### config.mk
export PLATFORM = sky130hd
export DESIGN_NAME = fan_speed_monitor
export DESIGN_NICKNAME = d
export VERILOG_FILES = /design/src/design/fan_monitor_pkg.sv /design/src/design/bit_sync.sv /design/src/design/tick_gen.sv /design/src/design/fan_speed_monitor.sv
export SDC_FILE = /design/constraint.sdc
export NUM_CORES = 1
export LEC_CHECK = 0
export ABC_CLOCK_PERIOD_IN_PS = 8790
export BUFFER_PORTS_ARGS = -buffer_cell sky130_fd_sc_hd__buf_2
export CORE_UTILIZATION = 30
export CTS_CLUSTER_SIZE = 28
export DETAILED_ROUTE_END_ITERATION = 8
export SYNTH_ARGS = -nofsm -noshare
export SYNTH_HDL_FRONTEND = slang
export SYNTH_HIERARCHICAL = 1
export SYNTH_SLANG_ARGS = --single-unit
export TNS_END_PERCENT = 50
### constraint.sdc
create_clock -name MCLK -period 8.79 [get_ports MCLK]
set_input_delay 0.879 -clock MCLK [delete_from_list [all_inputs] [get_ports MCLK]]
set_output_delay 0.879 -clock MCLK [all_outputs]
set_load 0.05 [all_outputs]
### src/design/fan_monitor_pkg.sv
// Constants and types shared by the fan speed monitor
package fan_monitor_pkg;

  // Timing
  localparam int unsigned MCLK_HZ  = 100_000_000;
  localparam int unsigned TICK_HZ  = 100_000;
  localparam int unsigned TICK_DIV = MCLK_HZ / TICK_HZ;

  // Register byte offsets
  localparam logic [7:0] CTRL_OFF = 8'h00;
  localparam logic [7:0] STAT_OFF = 8'h04;
  localparam logic [7:0] HIGH_OFF = 8'h08;
  localparam logic [7:0] LOW_OFF  = 8'h0C;

  // Control fields
  localparam int CTRL_ENABLE_BIT = 0;
  localparam int CTRL_MODE_BIT   = 1;
  localparam int CTRL_EDGES_LSB  = 11;
  localparam int CTRL_CR_IE_BIT  = 14;
  localparam int CTRL_TG_IE_BIT  = 15;
  localparam int CTRL_COUNT_LSB  = 16;

  // Status fields
  localparam int STAT_OOL_BIT = 0;
  localparam int STAT_TG_BIT  = 1;
  localparam int STAT_PIN_BIT = 2;
  localparam int STAT_CR_BIT  = 3;

  // Reset values and the counter ceiling
  localparam logic [15:0] COUNT_RST = 16'h0000;
  localparam logic [15:0] COUNT_MAX = 16'hFFFF;
  localparam logic [15:0] HIGH_RST  = 16'hFFFF;
  localparam logic [15:0] LOW_RST   = 16'h0000;
  localparam logic [1:0]  EDGES_RST = 2'h0;

  // Edge-count field codes
  localparam logic [1:0] EDGES_2 = 2'h0;
  localparam logic [1:0] EDGES_3 = 2'h1;
  localparam logic [1:0] EDGES_5 = 2'h2;
  localparam logic [1:0] EDGES_9 = 2'h3;

  typedef enum logic [1:0] {
    MEAS_IDLE,
    MEAS_ARMED,
    MEAS_RUN
  } meas_state_e;

  // Number of edges that closes one interval
  function automatic logic [3:0] edges_needed(input logic [1:0] sel);
    logic [3:0] n;
    n = 4'h2;
    case (sel)
      EDGES_2: n = 4'h2;
      EDGES_3: n = 4'h3;
      EDGES_5: n = 4'h5;
      EDGES_9: n = 4'h9;
      default: n = 4'h2;
    endcase
    return n;
  endfunction : edges_needed

endpackage : fan_monitor_pkg

### src/design/bit_sync.sv
// Two-flop synchroniser for one asynchronous level
`timescale 1ns/1ps
module bit_sync (
  input  wire logic clk,
  input  wire logic rst,
  input  wire logic din,
  output logic      dout
);
  typedef struct packed {
    logic meta;
    logic stable;
  } sync_s;

  sync_s q;
  sync_s d;

  always_comb begin
    d        = q;
    d.meta   = din;
    d.stable = q.meta;
    if (rst) begin
      d = '0;
    end
  end

  always_ff @(posedge clk) begin
    q <= d;
  end

  assign dout = q.stable;
endmodule : bit_sync

### src/design/tick_gen.sv
// Divider that gives one-cycle pulses at the measurement rate
`timescale 1ns/1ps
module tick_gen #(
  parameter int unsigned DIV = 1000
) (
  input  wire logic clk,
  input  wire logic rst,
  output logic      tick
);
  localparam int W = (DIV > 1) ? $clog2(DIV) : 1;

  initial begin
    if (DIV < 2) $error("tick_gen: DIV must be at least 2");
  end

  typedef struct packed {
    logic [W-1:0] cnt;
    logic         tick;
  } tick_s;

  tick_s q;
  tick_s d;

  always_comb begin
    d      = q;
    d.tick = 1'b0;
    if (q.cnt == W'(DIV - 1)) begin
      d.cnt  = '0;
      d.tick = 1'b1;
    end else begin
      d.cnt = q.cnt + W'(1);
    end
    if (rst) begin
      d = '0;
    end
  end

  always_ff @(posedge clk) begin
    q <= d;
  end

  assign tick = q.tick;
endmodule : tick_gen

### src/design/fan_speed_monitor.sv
// Fan speed monitor with APB register access
//
// Decided for this implementation: the APB register port.
`timescale 1ns/1ps
module fan_speed_monitor #(
  parameter int unsigned TICK_DIV = fan_monitor_pkg::TICK_DIV
) (
  input  wire logic        MCLK,
  input  wire logic        SYS_RST,
  input  wire logic        PSEL,
  input  wire logic        PENABLE,
  input  wire logic        PWRITE,
  input  wire logic [7:0]  PADDR,
  input  wire logic [31:0] PWDATA,
  output logic      [31:0] PRDATA,
  output logic             PREADY,
  output logic             PSLVERR,
  input  wire logic        FAN_SPEED_IN,
  input  wire logic        SLEEP_REQ,
  output logic             SLEEP_ACK,
  output logic             IRQ
);

  initial begin
    if (TICK_DIV < 2) $error("fan_speed_monitor: TICK_DIV must be at least 2");
  end

  typedef struct packed {
    fan_monitor_pkg::meas_state_e st;
    logic [15:0] cnt;
    logic [15:0] reading;
    logic [3:0]  edges_seen;
    logic        fan_prev;
    logic        en;
    logic        mode;
    logic        cr_ie;
    logic        tg_ie;
    logic [1:0]  edge_sel;
    logic [15:0] hi;
    logic [15:0] lo;
    logic        ool;
    logic        tg;
    logic        cr;
    logic        pready;
    logic        pslverr;
    logic [31:0] prdata;
    logic        irq;
    logic        sleep_ack;
  } mon_s;

  mon_s q;
  mon_s d;

  logic        fan_s;
  logic        tick;
  logic        rise;
  logic        any_edge;
  logic        run;
  logic        latch;
  logic        edge_done;
  logic        stall;
  logic [15:0] latch_val;
  logic [3:0]  need;
  logic        access;
  logic        done;
  logic        wr;
  logic        hit;
  logic [31:0] rdata;
  logic        clr_ool;
  logic        clr_tg;
  logic        clr_cr;

  // Fan pin is asynchronous to MCLK
  bit_sync fan_sync_i (
    .clk  (MCLK),
    .rst  (SYS_RST),
    .din  (FAN_SPEED_IN),
    .dout (fan_s)
  );

  // Measurement time base; 16 bits of 10 us cover 655 ms, enough for 100 RPM
  tick_gen #(
    .DIV (TICK_DIV)
  ) tick_i (
    .clk  (MCLK),
    .rst  (SYS_RST),
    .tick (tick)
  );

  always_comb begin
    d          = q;
    rise       = fan_s & ~q.fan_prev;
    any_edge   = fan_s ^ q.fan_prev;
    d.fan_prev = fan_s;
    run        = q.en & ~SLEEP_REQ;
    need       = fan_monitor_pkg::edges_needed(q.edge_sel);
    latch      = 1'b0;
    edge_done  = 1'b0;
    stall      = 1'b0;
    latch_val  = q.cnt;

    // Counting engine
    if (!run) begin
      d.st         = fan_monitor_pkg::MEAS_IDLE;
      d.edges_seen = '0;
    end else if (!q.mode) begin
      d.st = fan_monitor_pkg::MEAS_IDLE;
      if (rise) begin
        d.cnt     = q.cnt + 16'h0001;
        latch     = 1'b1;
        latch_val = d.cnt;
      end
    end else begin
      case (q.st)
        fan_monitor_pkg::MEAS_IDLE: begin
          d.cnt        = fan_monitor_pkg::COUNT_RST;
          d.edges_seen = '0;
          d.st         = fan_monitor_pkg::MEAS_ARMED;
        end
        fan_monitor_pkg::MEAS_ARMED: begin
          // First edge opens the interval
          if (any_edge) begin
            d.cnt        = fan_monitor_pkg::COUNT_RST;
            d.edges_seen = 4'h1;
            d.st         = fan_monitor_pkg::MEAS_RUN;
          end
        end
        fan_monitor_pkg::MEAS_RUN: begin
          if (any_edge && (q.edges_seen == need - 4'h1)) begin
            edge_done    = 1'b1;
            latch        = 1'b1;
            latch_val    = q.cnt;
            d.cnt        = fan_monitor_pkg::COUNT_RST;
            d.edges_seen = 4'h1;
          end else if (tick && (q.cnt == fan_monitor_pkg::COUNT_MAX)) begin
            stall        = 1'b1;
            latch        = 1'b1;
            latch_val    = fan_monitor_pkg::COUNT_MAX;
            d.cnt        = fan_monitor_pkg::COUNT_RST;
            d.edges_seen = '0;
            d.st         = fan_monitor_pkg::MEAS_ARMED;
          end else begin
            if (any_edge) begin
              d.edges_seen = q.edges_seen + 4'h1;
            end
            if (tick) begin
              d.cnt = q.cnt + 16'h0001;
            end
          end
        end
        default: begin
          d.st = fan_monitor_pkg::MEAS_IDLE;
        end
      endcase
    end

    if (latch) begin
      d.reading = latch_val;
    end

    // APB slave, one wait state
    access    = PSEL & PENABLE;
    done      = access & q.pready;
    wr        = done & PWRITE;
    d.pready  = access & ~q.pready;
    hit       = (PADDR == fan_monitor_pkg::CTRL_OFF) || (PADDR == fan_monitor_pkg::STAT_OFF) ||
                (PADDR == fan_monitor_pkg::HIGH_OFF) || (PADDR == fan_monitor_pkg::LOW_OFF);
    rdata     = '0;
    case (PADDR)
      fan_monitor_pkg::CTRL_OFF: begin
        rdata[fan_monitor_pkg::CTRL_COUNT_LSB +: 16] = q.reading;
        rdata[fan_monitor_pkg::CTRL_TG_IE_BIT]       = q.tg_ie;
        rdata[fan_monitor_pkg::CTRL_CR_IE_BIT]       = q.cr_ie;
        rdata[fan_monitor_pkg::CTRL_EDGES_LSB +: 2]  = q.edge_sel;
        rdata[fan_monitor_pkg::CTRL_MODE_BIT]        = q.mode;
        rdata[fan_monitor_pkg::CTRL_ENABLE_BIT]      = q.en;
      end
      fan_monitor_pkg::STAT_OFF: begin
        rdata[fan_monitor_pkg::STAT_OOL_BIT] = q.ool;
        rdata[fan_monitor_pkg::STAT_TG_BIT]  = q.tg;
        rdata[fan_monitor_pkg::STAT_PIN_BIT] = fan_s;
        rdata[fan_monitor_pkg::STAT_CR_BIT]  = q.cr;
      end
      fan_monitor_pkg::HIGH_OFF: rdata[15:0] = q.hi;
      fan_monitor_pkg::LOW_OFF:  rdata[15:0] = q.lo;
      default:                   rdata       = '0;
    endcase
    if (d.pready) begin
      d.prdata  = PWRITE ? 32'h0000_0000 : rdata;
      d.pslverr = ~hit;
    end else begin
      d.pslverr = 1'b0;
    end

    clr_ool = 1'b0;
    clr_tg  = 1'b0;
    clr_cr  = 1'b0;
    if (wr) begin
      case (PADDR)
        fan_monitor_pkg::CTRL_OFF: begin
          d.tg_ie    = PWDATA[fan_monitor_pkg::CTRL_TG_IE_BIT];
          d.cr_ie    = PWDATA[fan_monitor_pkg::CTRL_CR_IE_BIT];
          d.edge_sel = PWDATA[fan_monitor_pkg::CTRL_EDGES_LSB +: 2];
          d.mode     = PWDATA[fan_monitor_pkg::CTRL_MODE_BIT];
          d.en       = PWDATA[fan_monitor_pkg::CTRL_ENABLE_BIT];
        end
        fan_monitor_pkg::STAT_OFF: begin
          clr_ool = PWDATA[fan_monitor_pkg::STAT_OOL_BIT];
          clr_tg  = PWDATA[fan_monitor_pkg::STAT_TG_BIT];
          clr_cr  = PWDATA[fan_monitor_pkg::STAT_CR_BIT];
        end
        fan_monitor_pkg::HIGH_OFF: d.hi = PWDATA[15:0];
        fan_monitor_pkg::LOW_OFF:  d.lo = PWDATA[15:0];
        default: begin
        end
      endcase
    end

    // Sticky flags; a new event beats a clear in the same cycle
    d.ool = (q.ool & ~clr_ool) |
            (latch & ((latch_val > q.hi) || (latch_val < q.lo)));
    d.tg  = (q.tg & ~clr_tg) | (run & any_edge);
    d.cr  = (q.cr & ~clr_cr) | (latch & q.mode);

    d.irq       = d.ool | (d.cr & d.cr_ie) | (d.tg & d.tg_ie);
    d.sleep_ack = SLEEP_REQ & (d.st == fan_monitor_pkg::MEAS_IDLE);

    if (SYS_RST) begin
      d          = '0;
      d.st       = fan_monitor_pkg::MEAS_IDLE;
      d.cnt      = fan_monitor_pkg::COUNT_RST;
      d.reading  = fan_monitor_pkg::COUNT_RST;
      d.edge_sel = fan_monitor_pkg::EDGES_RST;
      d.hi       = fan_monitor_pkg::HIGH_RST;
      d.lo       = fan_monitor_pkg::LOW_RST;
    end
  end

  always_ff @(posedge MCLK) begin
    q <= d;
  end

  assign PRDATA    = q.prdata;
  assign PREADY    = q.pready;
  assign PSLVERR   = q.pslverr;
  assign SLEEP_ACK = q.sleep_ack;
  assign IRQ       = q.irq;
endmodule : fan_speed_monitor

==> load_flow_metrics.sql <==
INSERT INTO impl_metrics (metric_group, metric, value, unit) VALUES
('die', 'initial_core_util', '30.9', '%'),
('final_layout', 'layout.cells.most_common', 'sky130_fd_sc_hd__dfxtp_1', ''),
('global_routing', 'number_of_antenna_violations_at_the_first_check_in_global_routing', '3', ''),
('final_layout', 'fillCellCount', '2359', ''),
('logic_synthesis', 'netlist_instances', '842', ''),
('global_routing', 'top_usage_layer', 'met2', ''),
('global_routing', 'via_count_of_the_first_global_routing_pass', '5611', ''),
('global_routing', 'overflow', '0', ''),
('status', 'result_of_the_run', 'finished clean', ''),
('die', 'floorplan.core_area', '22800', 'um2'),
('setup_path', 'worstReg2RegStart', 'q[98]', ''),
('clock_tree', 'tritoncts.num_buffers', '17', ''),
('setup_path', 'worstRegToRegCells', '16', ''),
('logic_synthesis', 'synth_nets', '929', ''),
('global_routing', 'use_met2', '24.8', '%'),
('final_layout', 'layout_common_cells', 'sky130_fd_sc_hd__dfxtp_1, sky130_fd_sc_hd__nor2_1, sky130_fd_sc_hd__nand2_1', ''),
('routing', 'postRouteWirelength', '18.1', 'mm'),
('logic_synthesis', 'netlist.area_leader.share', '36.7', '%'),
('clock_tree', 'insertion_delay', '430', 'ps'),
('power', 'power_per_standard_cell_area', '172', 'nW/um2'),
('sta', 'finalCritPeriodShare', '47.6', '%'),
('clock_tree', 'cts.htree.levels', '4', ''),
('routing', 'drt_first_pass_iters', '5', ''),
('clock_tree', 'cts_resized', '0', ''),
('die', 'chip_height', '155', 'um'),
('logic_synthesis', 'ys.warnings.count', '6', ''),
('worst_hold_path', 'min_delay_path_depth', '1', ''),
('final_layout', 'multi_input_combinational_cell_area', '3850', 'um2'),
('die', 'die_x', '155', 'um'),
('power', 'vdd.ir_drop.worst', '0.0000924', 'V'),
('sta', 'maxSlewHeadroom', '39.8', '%'),
('sta', 'timing_worst_slew_pin_value', '902', 'ps'),
('final_layout', 'max_flop_register', 'q', ''),
('die', 'design.portCount', '83', ''),
('clock_tree', 'cts.root.buffer_cell', 'sky130_fd_sc_hd__clkbuf_16', ''),
('placement', 'dpl-instance-area', '7380', 'um2'),
('die', 'floorplan.die_area', '24000', 'um2'),
('clock_tree', 'cts_hold_repair.buffers', '0', ''),
('setup_path', 'setup.worst_path.class', 'reg2reg', ''),
('worst_hold_path', 'hold_start', 'fan_sync_i/q[1]', ''),
('setup_path', 'critPathTopFamily', 'simple AND/OR/NAND/NOR gates', ''),
('routing', 'antenna_left', '0', ''),
('logic_synthesis', 'synth_seq_area_share', '36.7', '%'),
('logic_synthesis', 'synth.top_cells.by_area', 'sky130_fd_sc_hd__dfxtp_1, sky130_fd_sc_hd__ha_1, sky130_fd_sc_hd__nor2_1', ''),
('logic_synthesis', 'postSynth.asyncResetShare', '0', '%'),
('final_layout', 'drive_gt1_share', '15.7', '%'),
('final_layout', 'final_layout_net_count', '948', ''),
('setup_path', 'crit_path_top_delay_cell', 'sky130_fd_sc_hd__nor4_4', ''),
('setup_path', 'setup_crit_start_kind', 'flip-flop', ''),
('routing', 'drc', '0', ''),
('sta', 'fmax', '239', 'MHz'),
('logic_synthesis', 'postSynthAreaPerCell', '8.35', 'um2'),
('setup_path', 'r2r-end', 'IRQ', ''),
('routing', 'drt_iter0_markers', '484', ''),
('placement', 'dp.final_hpwl', '13.1', 'mm'),
('clock_tree', 'clk_pin_slew_worst_setup_hold_paths', '60', 'ps'),
('setup_path', 'critical_path_required', '9070', 'ps'),
('final_layout', 'largest_reg_flops', '80', ''),
('run', 'max_cap_violations', '0', ''),
('global_routing', 'globalRouteMet3Util', '4.12', '%'),
('setup_path', 'r2r_slack', '4600', 'ps'),
('logic_synthesis', 'synth_top_area_cell', 'sky130_fd_sc_hd__dfxtp_1', ''),
('setup_path', 'cp.arrival', '4470', 'ps'),
('clock_tree', 'cts_tree', 'yes', ''),
('setup_path', 'critPathMaxFanout', '8', ''),
('global_routing', 'grt_start_max_net_pins', '63', ''),
('routing', 'detail_route.vias_per_cell', '5.03', ''),
('logic_synthesis', 'synthesis.area', '7030', 'um2'),
('sta', 'timing_max_transition_violations_final', '0', ''),
('routing', 'via_count', '5978', ''),
('power', 'report.power.total', '1.38', 'mW');
-- metal layers --
layer	wire length, um	vias to the layer above	part of all wire (%)
met5	13	-	0.072
met4	198	2	1.1
met3	1040	17	5.7
met2	8140	157	45
met1	8760	2809	48
li1	-	2993	-
-- cells in the mapped netlist, drive strengths merged (3+ instances only) --
master / n
a211o: 3
buf: 50
or3: 7
o211ai: 24
nand4: 21
or2: 4
xnor2: 10
nand2b: 5
a31oi: 5
nor3: 24
mux2i: 24
a22oi: 26
nand2: 81
inv: 48
nand3: 33
o31ai: 6
nor4: 10
and3: 4
ha: 40
a21oi: 76
nor2b: 9
and2: 4
xor2: 6
nor2: 101
a21o: 8
nand3b: 3
dfxtp: 129
clkbuf: 21
o21ai: 23
-- stage by stage --
stage,util [%],hold slack [ps],cells
floorplan,-,414,842
global placement,32.4,435,1155
detailed placement,32.4,433,1155
CTS,35.1,448,1187
global route,35.1,476,1187
finish,35.1,444,1189
-- report_power, final --
part	leakage [nW]	switching (mW)	internal, mW	total, mW
registers	1.04	0.00314	0.588	0.591
logic	1.94	0.0342	0.0144	0.0486
clock network	0.290	0.287	0.451	0.738
total	3.27	0.324	1.05	1.38
-- layout make-up --
type	count	area share, %
well taps	313	4.90
inverters	49	2.30
diodes	2	0.0626
clock inverters	13	2.19
multi-input cells	593	48.2
flip-flops and latches	129	32.3
repair buffers	71	4.63
clock buffers	19	5.41
-- worst max path at each step --
stage          slack, ps      start  cells after the start  end
6_report            4600      q[98]                     16  IRQ
3_3_place_gp        4540  SLEEP_REQ                     14  IRQ
4_1_cts             4630      q[98]                     16  IRQ
2_1_floorplan       5540      q[98]                     16  IRQ
5_1_grt             4230      q[98]                     16  IRQ
3_5_place_dp        4590  SLEEP_REQ                     14  IRQ
-- logic make-up after synthesis --
kind of cell | Yosys count | synth area share, %
adder cells (fa/ha/maj) | 40 | 7.12
buffers and inverters | 120 | 8.49
XOR/XNOR | 16 | 1.99
multiplexers | 28 | 4.38
AO/OA/AOI/OAI | 192 | 18.8
flip-flops | 129 | 36.7
AND/OR/NAND/NOR | 317 | 22.5
No activity file was read; power rests on OpenSTA's default activity.
